--- config.mk ---
export PLATFORM = sky130hd
export DESIGN_NAME = gec_counter_top
export DESIGN_NICKNAME = d
export VERILOG_FILES = /design/src/hdl/gec_counter_top.v /design/src/hdl/gec_counter_chan.v
export VERILOG_INCLUDE_DIRS = /design/src /design/src/pkg
export SDC_FILE = /design/constraint.sdc
export NUM_CORES = 1
export LEC_CHECK = 0
export ABC_CLOCK_PERIOD_IN_PS = 7710
export BUFFER_PORTS_ARGS = -buffer_cell sky130_fd_sc_hd__buf_2
export CAP_MARGIN = 40
export CORE_ASPECT_RATIO = 1.4
export CORE_UTILIZATION = 55
export CTS_BUF_LIST = sky130_fd_sc_hd__clkbuf_8
export CTS_CLUSTER_SIZE = 25
export DETAILED_ROUTE_END_ITERATION = 6
export PLACE_DENSITY = 0.8
export SYNTH_ARGS = -nofsm -noshare
export SYNTH_HDL_FRONTEND = slang
export SYNTH_HIERARCHICAL = 1
export SYNTH_SLANG_ARGS = --single-unit
--- constraint.sdc ---
create_clock -name clk -period 7.71 [get_ports clk]
set_clock_uncertainty 0.1 [all_clocks]
set_input_delay 0.771 -clock clk [delete_from_list [all_inputs] [get_ports clk]]
set_output_delay 0.771 -clock clk [all_outputs]
set_load 0.01 [all_outputs]
--- src/pkg/gec_consts.vh ---
// Register offsets, field positions, reset values and state codes of the gated event counter
`ifndef GEC_CONSTS_VH
`define GEC_CONSTS_VH

// ----------------------------------------------------------------
// Register offsets (byte addresses)
// ----------------------------------------------------------------
`define GEC_ADDR_W 8
`define GEC_OFS_CFG0 8'h00
`define GEC_OFS_CMD 8'h04
`define GEC_OFS_STATUS 8'h08
`define GEC_OFS_COUNT0 8'h0c
`define GEC_OFS_COUNT1 8'h10
`define GEC_OFS_TBDIV 8'h14
`define GEC_OFS_CFG1 8'h18

// ----------------------------------------------------------------
// Configuration fields
// ----------------------------------------------------------------
`define GEC_CFG_MODE_LSB 0
`define GEC_CFG_MODE_MSB 2
`define GEC_CFG_EDGE_BIT 3
`define GEC_CFG_TB_BIT 4
`define GEC_CFG_BOTH_BIT 5
`define GEC_CFG_W 5
`define GEC_CFG_RESET 5'h00

// ----------------------------------------------------------------
// Command bits (write-only pulses)
// ----------------------------------------------------------------
`define GEC_CMD_START0 0
`define GEC_CMD_START1 1
`define GEC_CMD_STOP0 2
`define GEC_CMD_STOP1 3
`define GEC_CMD_CLEAR0 4
`define GEC_CMD_CLEAR1 5

// ----------------------------------------------------------------
// Gate modes and source edges
// ----------------------------------------------------------------
`define GEC_MODE_UNGATED 3'h0
`define GEC_MODE_LEVEL_HIGH 3'h1
`define GEC_MODE_LEVEL_LOW 3'h2
`define GEC_MODE_START_RISE 3'h3
`define GEC_MODE_START_FALL 3'h4
`define GEC_EDGE_RISING 1'h0

// ----------------------------------------------------------------
// Widths, reset values, state codes
// ----------------------------------------------------------------
`define GEC_COUNT_W 32
`define GEC_COUNT_RESET 32'h00000000
`define GEC_TBDIV_W 16
`define GEC_TBDIV_RESET 16'h0000
`define GEC_ST_IDLE 3'h1
`define GEC_ST_WAIT 3'h2
`define GEC_ST_RUN 3'h4

`endif

--- src/hdl/gec_counter_top.v ---
// Two-channel gated event counter with its register port and shared internal timebase
//
// Overview of operation
// - Each qualifying source transition counts once.
// - One config write sets one or both counters.
// - Mode 0 ignores gate, counts after start.
// - Mode 1 counts while gate high.
// - Mode 2 counts while gate low.
// - Mode 3 starts counting at gate rising edge.
// - Mode 4 starts counting at gate falling edge.
// - Source edge 0 rising, 1 falling.
// - Timebase off counts pins, else internal cycles.
//
// Added by the designer: the address map and strobed register access.
`timescale 1ns/1ns
`default_nettype none
`include "gec_consts.vh"

module gec_counter_top (
  // Clock and reset
  input wire clk,
  input wire sys_rst,
  // Register port
  input wire [`GEC_ADDR_W-1:0] regAddr,
  input wire [31:0] regWrData,
  input wire regWrStb,
  input wire regRdStb,
  output reg [31:0] regRdData_q,
  // Counter pins
  input wire [1:0] counterEventInput,
  input wire [1:0] counterGateInput
);

  // ----------------------------------------------------------------
  // Configuration registers
  // ----------------------------------------------------------------
  reg [`GEC_CFG_W-1:0] cfg0_q;
  reg [`GEC_CFG_W-1:0] cfg1_q;
  reg [`GEC_TBDIV_W-1:0] tbDiv_q;
  reg [`GEC_TBDIV_W-1:0] tbCnt_q;
  wire timebaseTick;
  wire [1:0] startCmd;
  wire [1:0] stopCmd;
  wire [1:0] clearCmd;
  wire [1:0] armed;
  wire [1:0] counting;
  wire [`GEC_COUNT_W-1:0] count0;
  wire [`GEC_COUNT_W-1:0] count1;
  wire cfgWr0;
  wire cfgWr1;
  wire cmdWr;

  // A write with the both-bit set at either config offset loads both channels at once
  assign cfgWr0 = regWrStb && (regAddr == `GEC_OFS_CFG0 ||
                  (regAddr == `GEC_OFS_CFG1 && regWrData[`GEC_CFG_BOTH_BIT]));
  assign cfgWr1 = regWrStb && (regAddr == `GEC_OFS_CFG1 ||
                  (regAddr == `GEC_OFS_CFG0 && regWrData[`GEC_CFG_BOTH_BIT]));
  assign cmdWr = regWrStb && (regAddr == `GEC_OFS_CMD);

  always @(posedge clk or posedge sys_rst) begin
    if (sys_rst) begin
      cfg0_q <= `GEC_CFG_RESET;
      cfg1_q <= `GEC_CFG_RESET;
      tbDiv_q <= `GEC_TBDIV_RESET;
    end else begin
      if (cfgWr0) begin
        cfg0_q <= regWrData[`GEC_CFG_W-1:0];
      end
      if (cfgWr1) begin
        cfg1_q <= regWrData[`GEC_CFG_W-1:0];
      end
      if (regWrStb && regAddr == `GEC_OFS_TBDIV) begin
        tbDiv_q <= regWrData[`GEC_TBDIV_W-1:0];
      end
    end
  end

  // Command bits are pulses; nothing is stored, so a read of this offset gives zero
  assign startCmd = cmdWr ? {regWrData[`GEC_CMD_START1], regWrData[`GEC_CMD_START0]} : 2'h0;
  assign stopCmd = cmdWr ? {regWrData[`GEC_CMD_STOP1], regWrData[`GEC_CMD_STOP0]} : 2'h0;
  assign clearCmd = cmdWr ? {regWrData[`GEC_CMD_CLEAR1], regWrData[`GEC_CMD_CLEAR0]} : 2'h0;

  // ----------------------------------------------------------------
  // Internal timebase
  // ----------------------------------------------------------------
  // Tick every tbDiv+1 clocks; shared by both channels so paired counts stay aligned
  assign timebaseTick = (tbCnt_q == tbDiv_q);

  always @(posedge clk or posedge sys_rst) begin
    if (sys_rst) begin
      tbCnt_q <= `GEC_TBDIV_RESET;
    end else if (timebaseTick) begin
      tbCnt_q <= `GEC_TBDIV_RESET;
    end else begin
      tbCnt_q <= tbCnt_q + 1'b1;
    end
  end

  // ----------------------------------------------------------------
  // Counter channels
  // ----------------------------------------------------------------
  gec_counter_chan chan0 (
    .clk(clk),
    .sys_rst(sys_rst),
    .counterEventInput(counterEventInput[0]),
    .counterGateInput(counterGateInput[0]),
    .timebaseTick(timebaseTick),
    .gateMode(cfg0_q[`GEC_CFG_MODE_MSB:`GEC_CFG_MODE_LSB]),
    .sourceEdge(cfg0_q[`GEC_CFG_EDGE_BIT]),
    .useTimebase(cfg0_q[`GEC_CFG_TB_BIT]),
    .startCmd(startCmd[0]),
    .stopCmd(stopCmd[0]),
    .clearCmd(clearCmd[0]),
    .count_q(count0),
    .armed(armed[0]),
    .counting(counting[0])
  );

  gec_counter_chan chan1 (
    .clk(clk),
    .sys_rst(sys_rst),
    .counterEventInput(counterEventInput[1]),
    .counterGateInput(counterGateInput[1]),
    .timebaseTick(timebaseTick),
    .gateMode(cfg1_q[`GEC_CFG_MODE_MSB:`GEC_CFG_MODE_LSB]),
    .sourceEdge(cfg1_q[`GEC_CFG_EDGE_BIT]),
    .useTimebase(cfg1_q[`GEC_CFG_TB_BIT]),
    .startCmd(startCmd[1]),
    .stopCmd(stopCmd[1]),
    .clearCmd(clearCmd[1]),
    .count_q(count1),
    .armed(armed[1]),
    .counting(counting[1])
  );

  // ----------------------------------------------------------------
  // Read port
  // ----------------------------------------------------------------
  // Data stand one cycle after the read strobe and only then; unmapped offsets read zero
  always @(posedge clk or posedge sys_rst) begin
    if (sys_rst) begin
      regRdData_q <= 32'h00000000;
    end else if (!regRdStb) begin
      regRdData_q <= 32'h00000000;
    end else if (regAddr == `GEC_OFS_CFG0) begin
      regRdData_q <= {27'h0000000, cfg0_q};
    end else if (regAddr == `GEC_OFS_CFG1) begin
      regRdData_q <= {27'h0000000, cfg1_q};
    end else if (regAddr == `GEC_OFS_STATUS) begin
      regRdData_q <= {28'h0000000, counting, armed};
    end else if (regAddr == `GEC_OFS_COUNT0) begin
      regRdData_q <= count0;
    end else if (regAddr == `GEC_OFS_COUNT1) begin
      regRdData_q <= count1;
    end else if (regAddr == `GEC_OFS_TBDIV) begin
      regRdData_q <= {16'h0000, tbDiv_q};
    end else begin
      regRdData_q <= 32'h00000000;
    end
  end

endmodule
`default_nettype wire

--- src/hdl/gec_counter_chan.v ---
// One gated event counter channel: input synchronisers, gate state machine and count register
`timescale 1ns/1ns
`default_nettype none
`include "gec_consts.vh"

module gec_counter_chan (
  // Clock and reset
  input wire clk,
  input wire sys_rst,
  // External pins
  input wire counterEventInput,
  input wire counterGateInput,
  // Internal timebase tick
  input wire timebaseTick,
  // Configuration
  input wire [2:0] gateMode,
  input wire sourceEdge,
  input wire useTimebase,
  // Commands, one-cycle pulses
  input wire startCmd,
  input wire stopCmd,
  input wire clearCmd,
  // State
  output reg [`GEC_COUNT_W-1:0] count_q,
  output wire armed,
  output wire counting
);

  // ----------------------------------------------------------------
  // Synchronisers
  // ----------------------------------------------------------------
  reg evMeta_q, evSync_q, evLast_q;
  reg gtMeta_q, gtSync_q, gtLast_q;
  reg [2:0] state_q;
  reg [2:0] state_d;
  wire evEdge;
  wire gateRise;
  wire gateFall;
  wire countEvent;
  wire gateOpen;

  // Two flops per pin, then a third for edge detection; the first is read by nothing else
  always @(posedge clk or posedge sys_rst) begin
    if (sys_rst) begin
      evMeta_q <= 1'b0;
      evSync_q <= 1'b0;
      evLast_q <= 1'b0;
      gtMeta_q <= 1'b0;
      gtSync_q <= 1'b0;
      gtLast_q <= 1'b0;
    end else begin
      evMeta_q <= counterEventInput;
      evSync_q <= evMeta_q;
      evLast_q <= evSync_q;
      gtMeta_q <= counterGateInput;
      gtSync_q <= gtMeta_q;
      gtLast_q <= gtSync_q;
    end
  end

  // Selected edge polarity of the event pin, or internal timebase cycles
  assign evEdge = (sourceEdge == `GEC_EDGE_RISING) ? (evSync_q & ~evLast_q) : (~evSync_q & evLast_q);
  assign countEvent = useTimebase ? timebaseTick : evEdge;
  assign gateRise = gtSync_q & ~gtLast_q;
  assign gateFall = ~gtSync_q & gtLast_q;

  // ----------------------------------------------------------------
  // Gate state machine
  // ----------------------------------------------------------------
  always @* begin
    state_d = state_q;
    case (state_q)
      `GEC_ST_IDLE: begin
        if (startCmd) begin
          if (gateMode == `GEC_MODE_START_RISE || gateMode == `GEC_MODE_START_FALL) begin
            state_d = `GEC_ST_WAIT;
          end else begin
            state_d = `GEC_ST_RUN;
          end
        end
      end
      `GEC_ST_WAIT: begin
        if (stopCmd) begin
          state_d = `GEC_ST_IDLE;
        end else if (gateMode == `GEC_MODE_START_RISE && gateRise) begin
          state_d = `GEC_ST_RUN;
        end else if (gateMode == `GEC_MODE_START_FALL && gateFall) begin
          state_d = `GEC_ST_RUN;
        end
      end
      `GEC_ST_RUN: begin
        if (stopCmd) begin
          state_d = `GEC_ST_IDLE;
        end
      end
      default: begin
        state_d = `GEC_ST_IDLE;
      end
    endcase
  end

  always @(posedge clk or posedge sys_rst) begin
    if (sys_rst) begin
      state_q <= `GEC_ST_IDLE;
    end else begin
      state_q <= state_d;
    end
  end

  // Level modes only qualify counting; an edge-start mode stays open once triggered
  assign gateOpen = (gateMode == `GEC_MODE_LEVEL_HIGH) ? gtSync_q :
                    (gateMode == `GEC_MODE_LEVEL_LOW) ? ~gtSync_q : 1'b1;
  assign counting = (state_q == `GEC_ST_RUN) & gateOpen;
  assign armed = (state_q != `GEC_ST_IDLE);

  // ----------------------------------------------------------------
  // Count register
  // ----------------------------------------------------------------
  // Closed gate simply holds the value, so counting resumes where it left off
  always @(posedge clk or posedge sys_rst) begin
    if (sys_rst) begin
      count_q <= `GEC_COUNT_RESET;
    end else if (clearCmd) begin
      count_q <= `GEC_COUNT_RESET;
    end else if (counting && countEvent) begin
      count_q <= count_q + 1'b1;
    end
  end

endmodule
`default_nettype wire

==> implementation parameters <==
Parameter                              Value

Yosys
  Post-synth ARST share ... 100.0%
  Part of the Yosys area used for sequential elements ... slightly below 50%
  Main synth FF type ... sky130_fd_sc_hd__dfrtp_1
  Synth Net Count ... 832
  Cell types with the highest counts after synthesis ... sky130_fd_sc_hd__dfrtp_1 (154), sky130_fd_sc_hd__nor2_1 (91), sky130_fd_sc_hd__a21oi_1 (49), sky130_fd_sc_hd__xnor2_1 (49), sky130_fd_sc_hd__nand2_1 (33)
  Mean instance size in the synthesized netlist ... 10.26 sq um
  Area contributors post-synth ... sky130_fd_sc_hd__dfrtp_1 (48%), sky130_fd_sc_hd__xnor2_1 (5.4%), sky130_fd_sc_hd__nor2_1 (4.3%)
  Distinct cell type count after synthesis ... 71
  Mapped Area ... between 8000 and 9000 sq um
  Number of warning messages in the yosys log ... 6
  Number of flops mapped to enable cells by yosys ... 0
  Post-synth top area cell ... sky130_fd_sc_hd__dfrtp_1
  Most frequent cell after synthesis ... sky130_fd_sc_hd__dfrtp_1
  Fraction of post-synthesis cell area in the top cell type by area ... between 40% and 50%
  Synthesized instance count ... ~780
  Register bit total from synthesis ... around 160

Clock tree
  Number of buffers added to fix hold violations after cts ... 0
  Number of cells upsized or downsized after cts ... 0
  Largest buffer count on any clock path ... 2
  Sinks on Clock Net ... between 150 and 200
  Cell at the root of the clock tree ... sky130_fd_sc_hd__clkbuf_8
  Clock latency reported for the late side of the worst-skew pair ... between 0.4 and 0.5 ns
  H-tree lvl count ... 4
  Buffers inserted by post-CTS timing repair ... 0
  Clock tree from TritonCTS ... done
  Worst-path clk slew ... about 0.080 ns
  Number of buffers inserted during clock tree synthesis ... 17

Layout
  Share of final-layout standard cells stronger than drive strength 1 ... between 20% and 30%
  Final core utilization ... roughly 63%
  Antenna diode instance count ... 0
  Final net count ... 887
  Layout overhead on the synthesized area ... 10.66%
  Fillcell total ... between 1000 and 1500
  Number of standard cells in the final layout excluding fillers ... between 1000 and 1500

Worst hold path
  Hold Path Cell Cnt ... 0
  Worst hold path class ... reg -> reg

Worst setup path
  Highest net fanout along the worst path ... 22
  Crit path DAT ... around 3.9 ns
  Required time at the endpoint of the critical path ... roughly 8 ns
  Type of the worst setup path ... reg -> reg
  Nature of the critical path endpoint ... flip-flop
  Cells on worst reg2reg path ... 9
  Startpoint Class ... flip-flop

Detailed routing
  Antenna-violating nets left ... 0
  Number of design-rule violations left by the first detailed-router iteration ... about 340
  Final wirelength ... roughly 18 mm
  WL/cell ... ~18 um
  DRC violations left ... 0
  Vias per cell ... between 6 and 7
  Total via count in the routed design ... between 6000 and 7000
  Number of search-and-repair iterations in the first detailed-routing pass ... 5

GRT
  Sum of overflow across all layers after global routing ... 0
  Largest net degree at the start of global routing ... 54
  Vias in the first global route ... ~6200
  Wire length of the first global-routing pass ... 30.69 mm
  Initial antenna violation count ... 0
  Overall track demand over capacity in global routing ... a little over a quarter

Job
  Reported max-cap violation count ... 0

Timing
  Setup repair after global routing missed its margin ... no
  Max-slew headroom ... between 40% and 50%
  Final Hold Viols ... 0
  Maximum achievable frequency ... about 0.27 GHz
  Total of endpoints with negative setup slack in the final report ... 0
  Final critical-path share of the clock period ... 47.22%
  Max-slew violation count ... 0
  TNS Setup ... 0 ns
  Worst Hold Slack ... around 0.25 ns
  Worst-Margin Slew ... approximately 0.86 ns
  Post-layout minimum cycle time ... between 3 and 4 ns

Floorplan
  Initial Util ... between 50 and 60%
  Die Ht ... between 100 and 150 um
  Die outline width ... between 100 and 150 um
  Number of top-level pins ... 80
  Core region area ... between 10000 and 15000 sq um
  Cell Rows ... between 50 and 60
  DIE AREA ... around 15000 sq um

Placed design
  Dpl hpwl ... 12.94 mm
  Weighted congestion at the end of routability-driven global placement ... a little over 0.9
  Post-placement cell count ... 1002
  Count of port buffers added during placement ... between 60 and 70

Pwr
  Leakage ... between 3 and 4 nW
  Worst IR Drop VDD ... between 100 and 150 uV
  Power Density ... 206.7 nW/um^2

Outcome
  Status ... finished, final reports clean
metrics by stage:
step	instance area [sq um]	total power, mW	worst slack [ns]
2_1_floorplan	8015	1.151	4.760
3_3_place_gp	8403	1.217	3.879
3_5_place_dp	8472	1.233	4.055
4_1_cts	8870	1.843	4.016
5_1_grt	8870	1.920	3.712
6_report	8870	1.833	4.069
cell families after synthesis:
kind of cell	count (synthesis)	synth area share, %
simple gates	319	22.96
flops	156	48.74
compound gates	143	11.69
buf+inv	64	3.950
xor+xnor	55	6.010
mux	41	6.182
fa+ha+maj	3	0.4684
sequential cells by signal, summed over array words and instances (netlist names), 3 cells and up:
name / cells
chan0/count_q: 32
chan1/count_q: 32
regRdData_q: 32
tbCnt_q: 16
tbDiv_q: 16
cfg0_q: 5
cfg1_q: 5
chan0/state_q: 3
chan1/state_q: 3
layer usage:
layer  share of wire (%)  GRT usage (%)
met1                  40          31.37
met2                  51          45.19
met5                   0              0
met4                 4.4          13.38
met3                 5.1          4.613
critical path, cell delays in order (launching register included):
cell                       delay, ns
sky130_fd_sc_hd__dfrtp_1        0.49
sky130_fd_sc_hd__xnor2_1        0.20
sky130_fd_sc_hd__nand4_1        0.18
sky130_fd_sc_hd__nor4_4         0.43
sky130_fd_sc_hd__buf_6          0.23
sky130_fd_sc_hd__nand2b_1       0.15
sky130_fd_sc_hd__nor3b_2        0.23
sky130_fd_sc_hd__nand4b_1       0.68
sky130_fd_sc_hd__or4_1          0.74
sky130_fd_sc_hd__a21oi_1        0.15
layout make-up:
class,count,area [sq um],share of cell area [%]
sequential,156,3906,44.04
multi-input combinational,561,3792,42.76
timing repair buffer,76,451.7,5.092
clock buffer,20,275.3,3.103
tap,185,231.5,2.610
clock inverter,12,122.6,1.382
inverter,24,90.09,1.016
placed cells by master (no fill, tap or decap), types with 19 or more instances in the layout:
| cell | instances |
|---|---|
| sky130_fd_sc_hd__a22oi_1 | 31 |
| sky130_fd_sc_hd__a21oi_1 | 49 |
| sky130_fd_sc_hd__or3_1 | 25 |
| sky130_fd_sc_hd__clkbuf_8 | 20 |
| sky130_fd_sc_hd__or4_1 | 19 |
| sky130_fd_sc_hd__dfrtp_1 | 154 |
| sky130_fd_sc_hd__xnor2_1 | 49 |
| sky130_fd_sc_hd__mux2_2 | 28 |
| sky130_fd_sc_hd__o31ai_1 | 20 |
| sky130_fd_sc_hd__nor3_1 | 21 |
| sky130_fd_sc_hd__buf_2 | 63 |
| sky130_fd_sc_hd__nand4_1 | 22 |
| sky130_fd_sc_hd__nor2_1 | 91 |
| sky130_fd_sc_hd__nand3_1 | 24 |
| sky130_fd_sc_hd__inv_1 | 26 |
| sky130_fd_sc_hd__nand2_1 | 33 |
final timing paths:
kind | startpoint | to | slack [ns]
max | tbCnt_q[4] | chan1/count_q[28] | 4.07
min | chan0/gtMeta_q | chan0/gtSync_q | 0.25
max reg2reg | tbCnt_q[4] | chan1/count_q[28] | 4.07
min reg2reg | chan0/gtMeta_q | chan0/gtSync_q | 0.25
max in group asynchronous | sys_rst | tbCnt_q[13] | 6.67
min in group asynchronous | sys_rst | cfg1_q[1] | 0.27
report_power, final:
part,switching (mW),leakage [nW],internal [mW]
Combinational,0.140,1.69,0.112
Clock,0.303,0.209,0.311
Sequential,0.0906,1.90,0.877
Power figures use the tool's default switching activity.
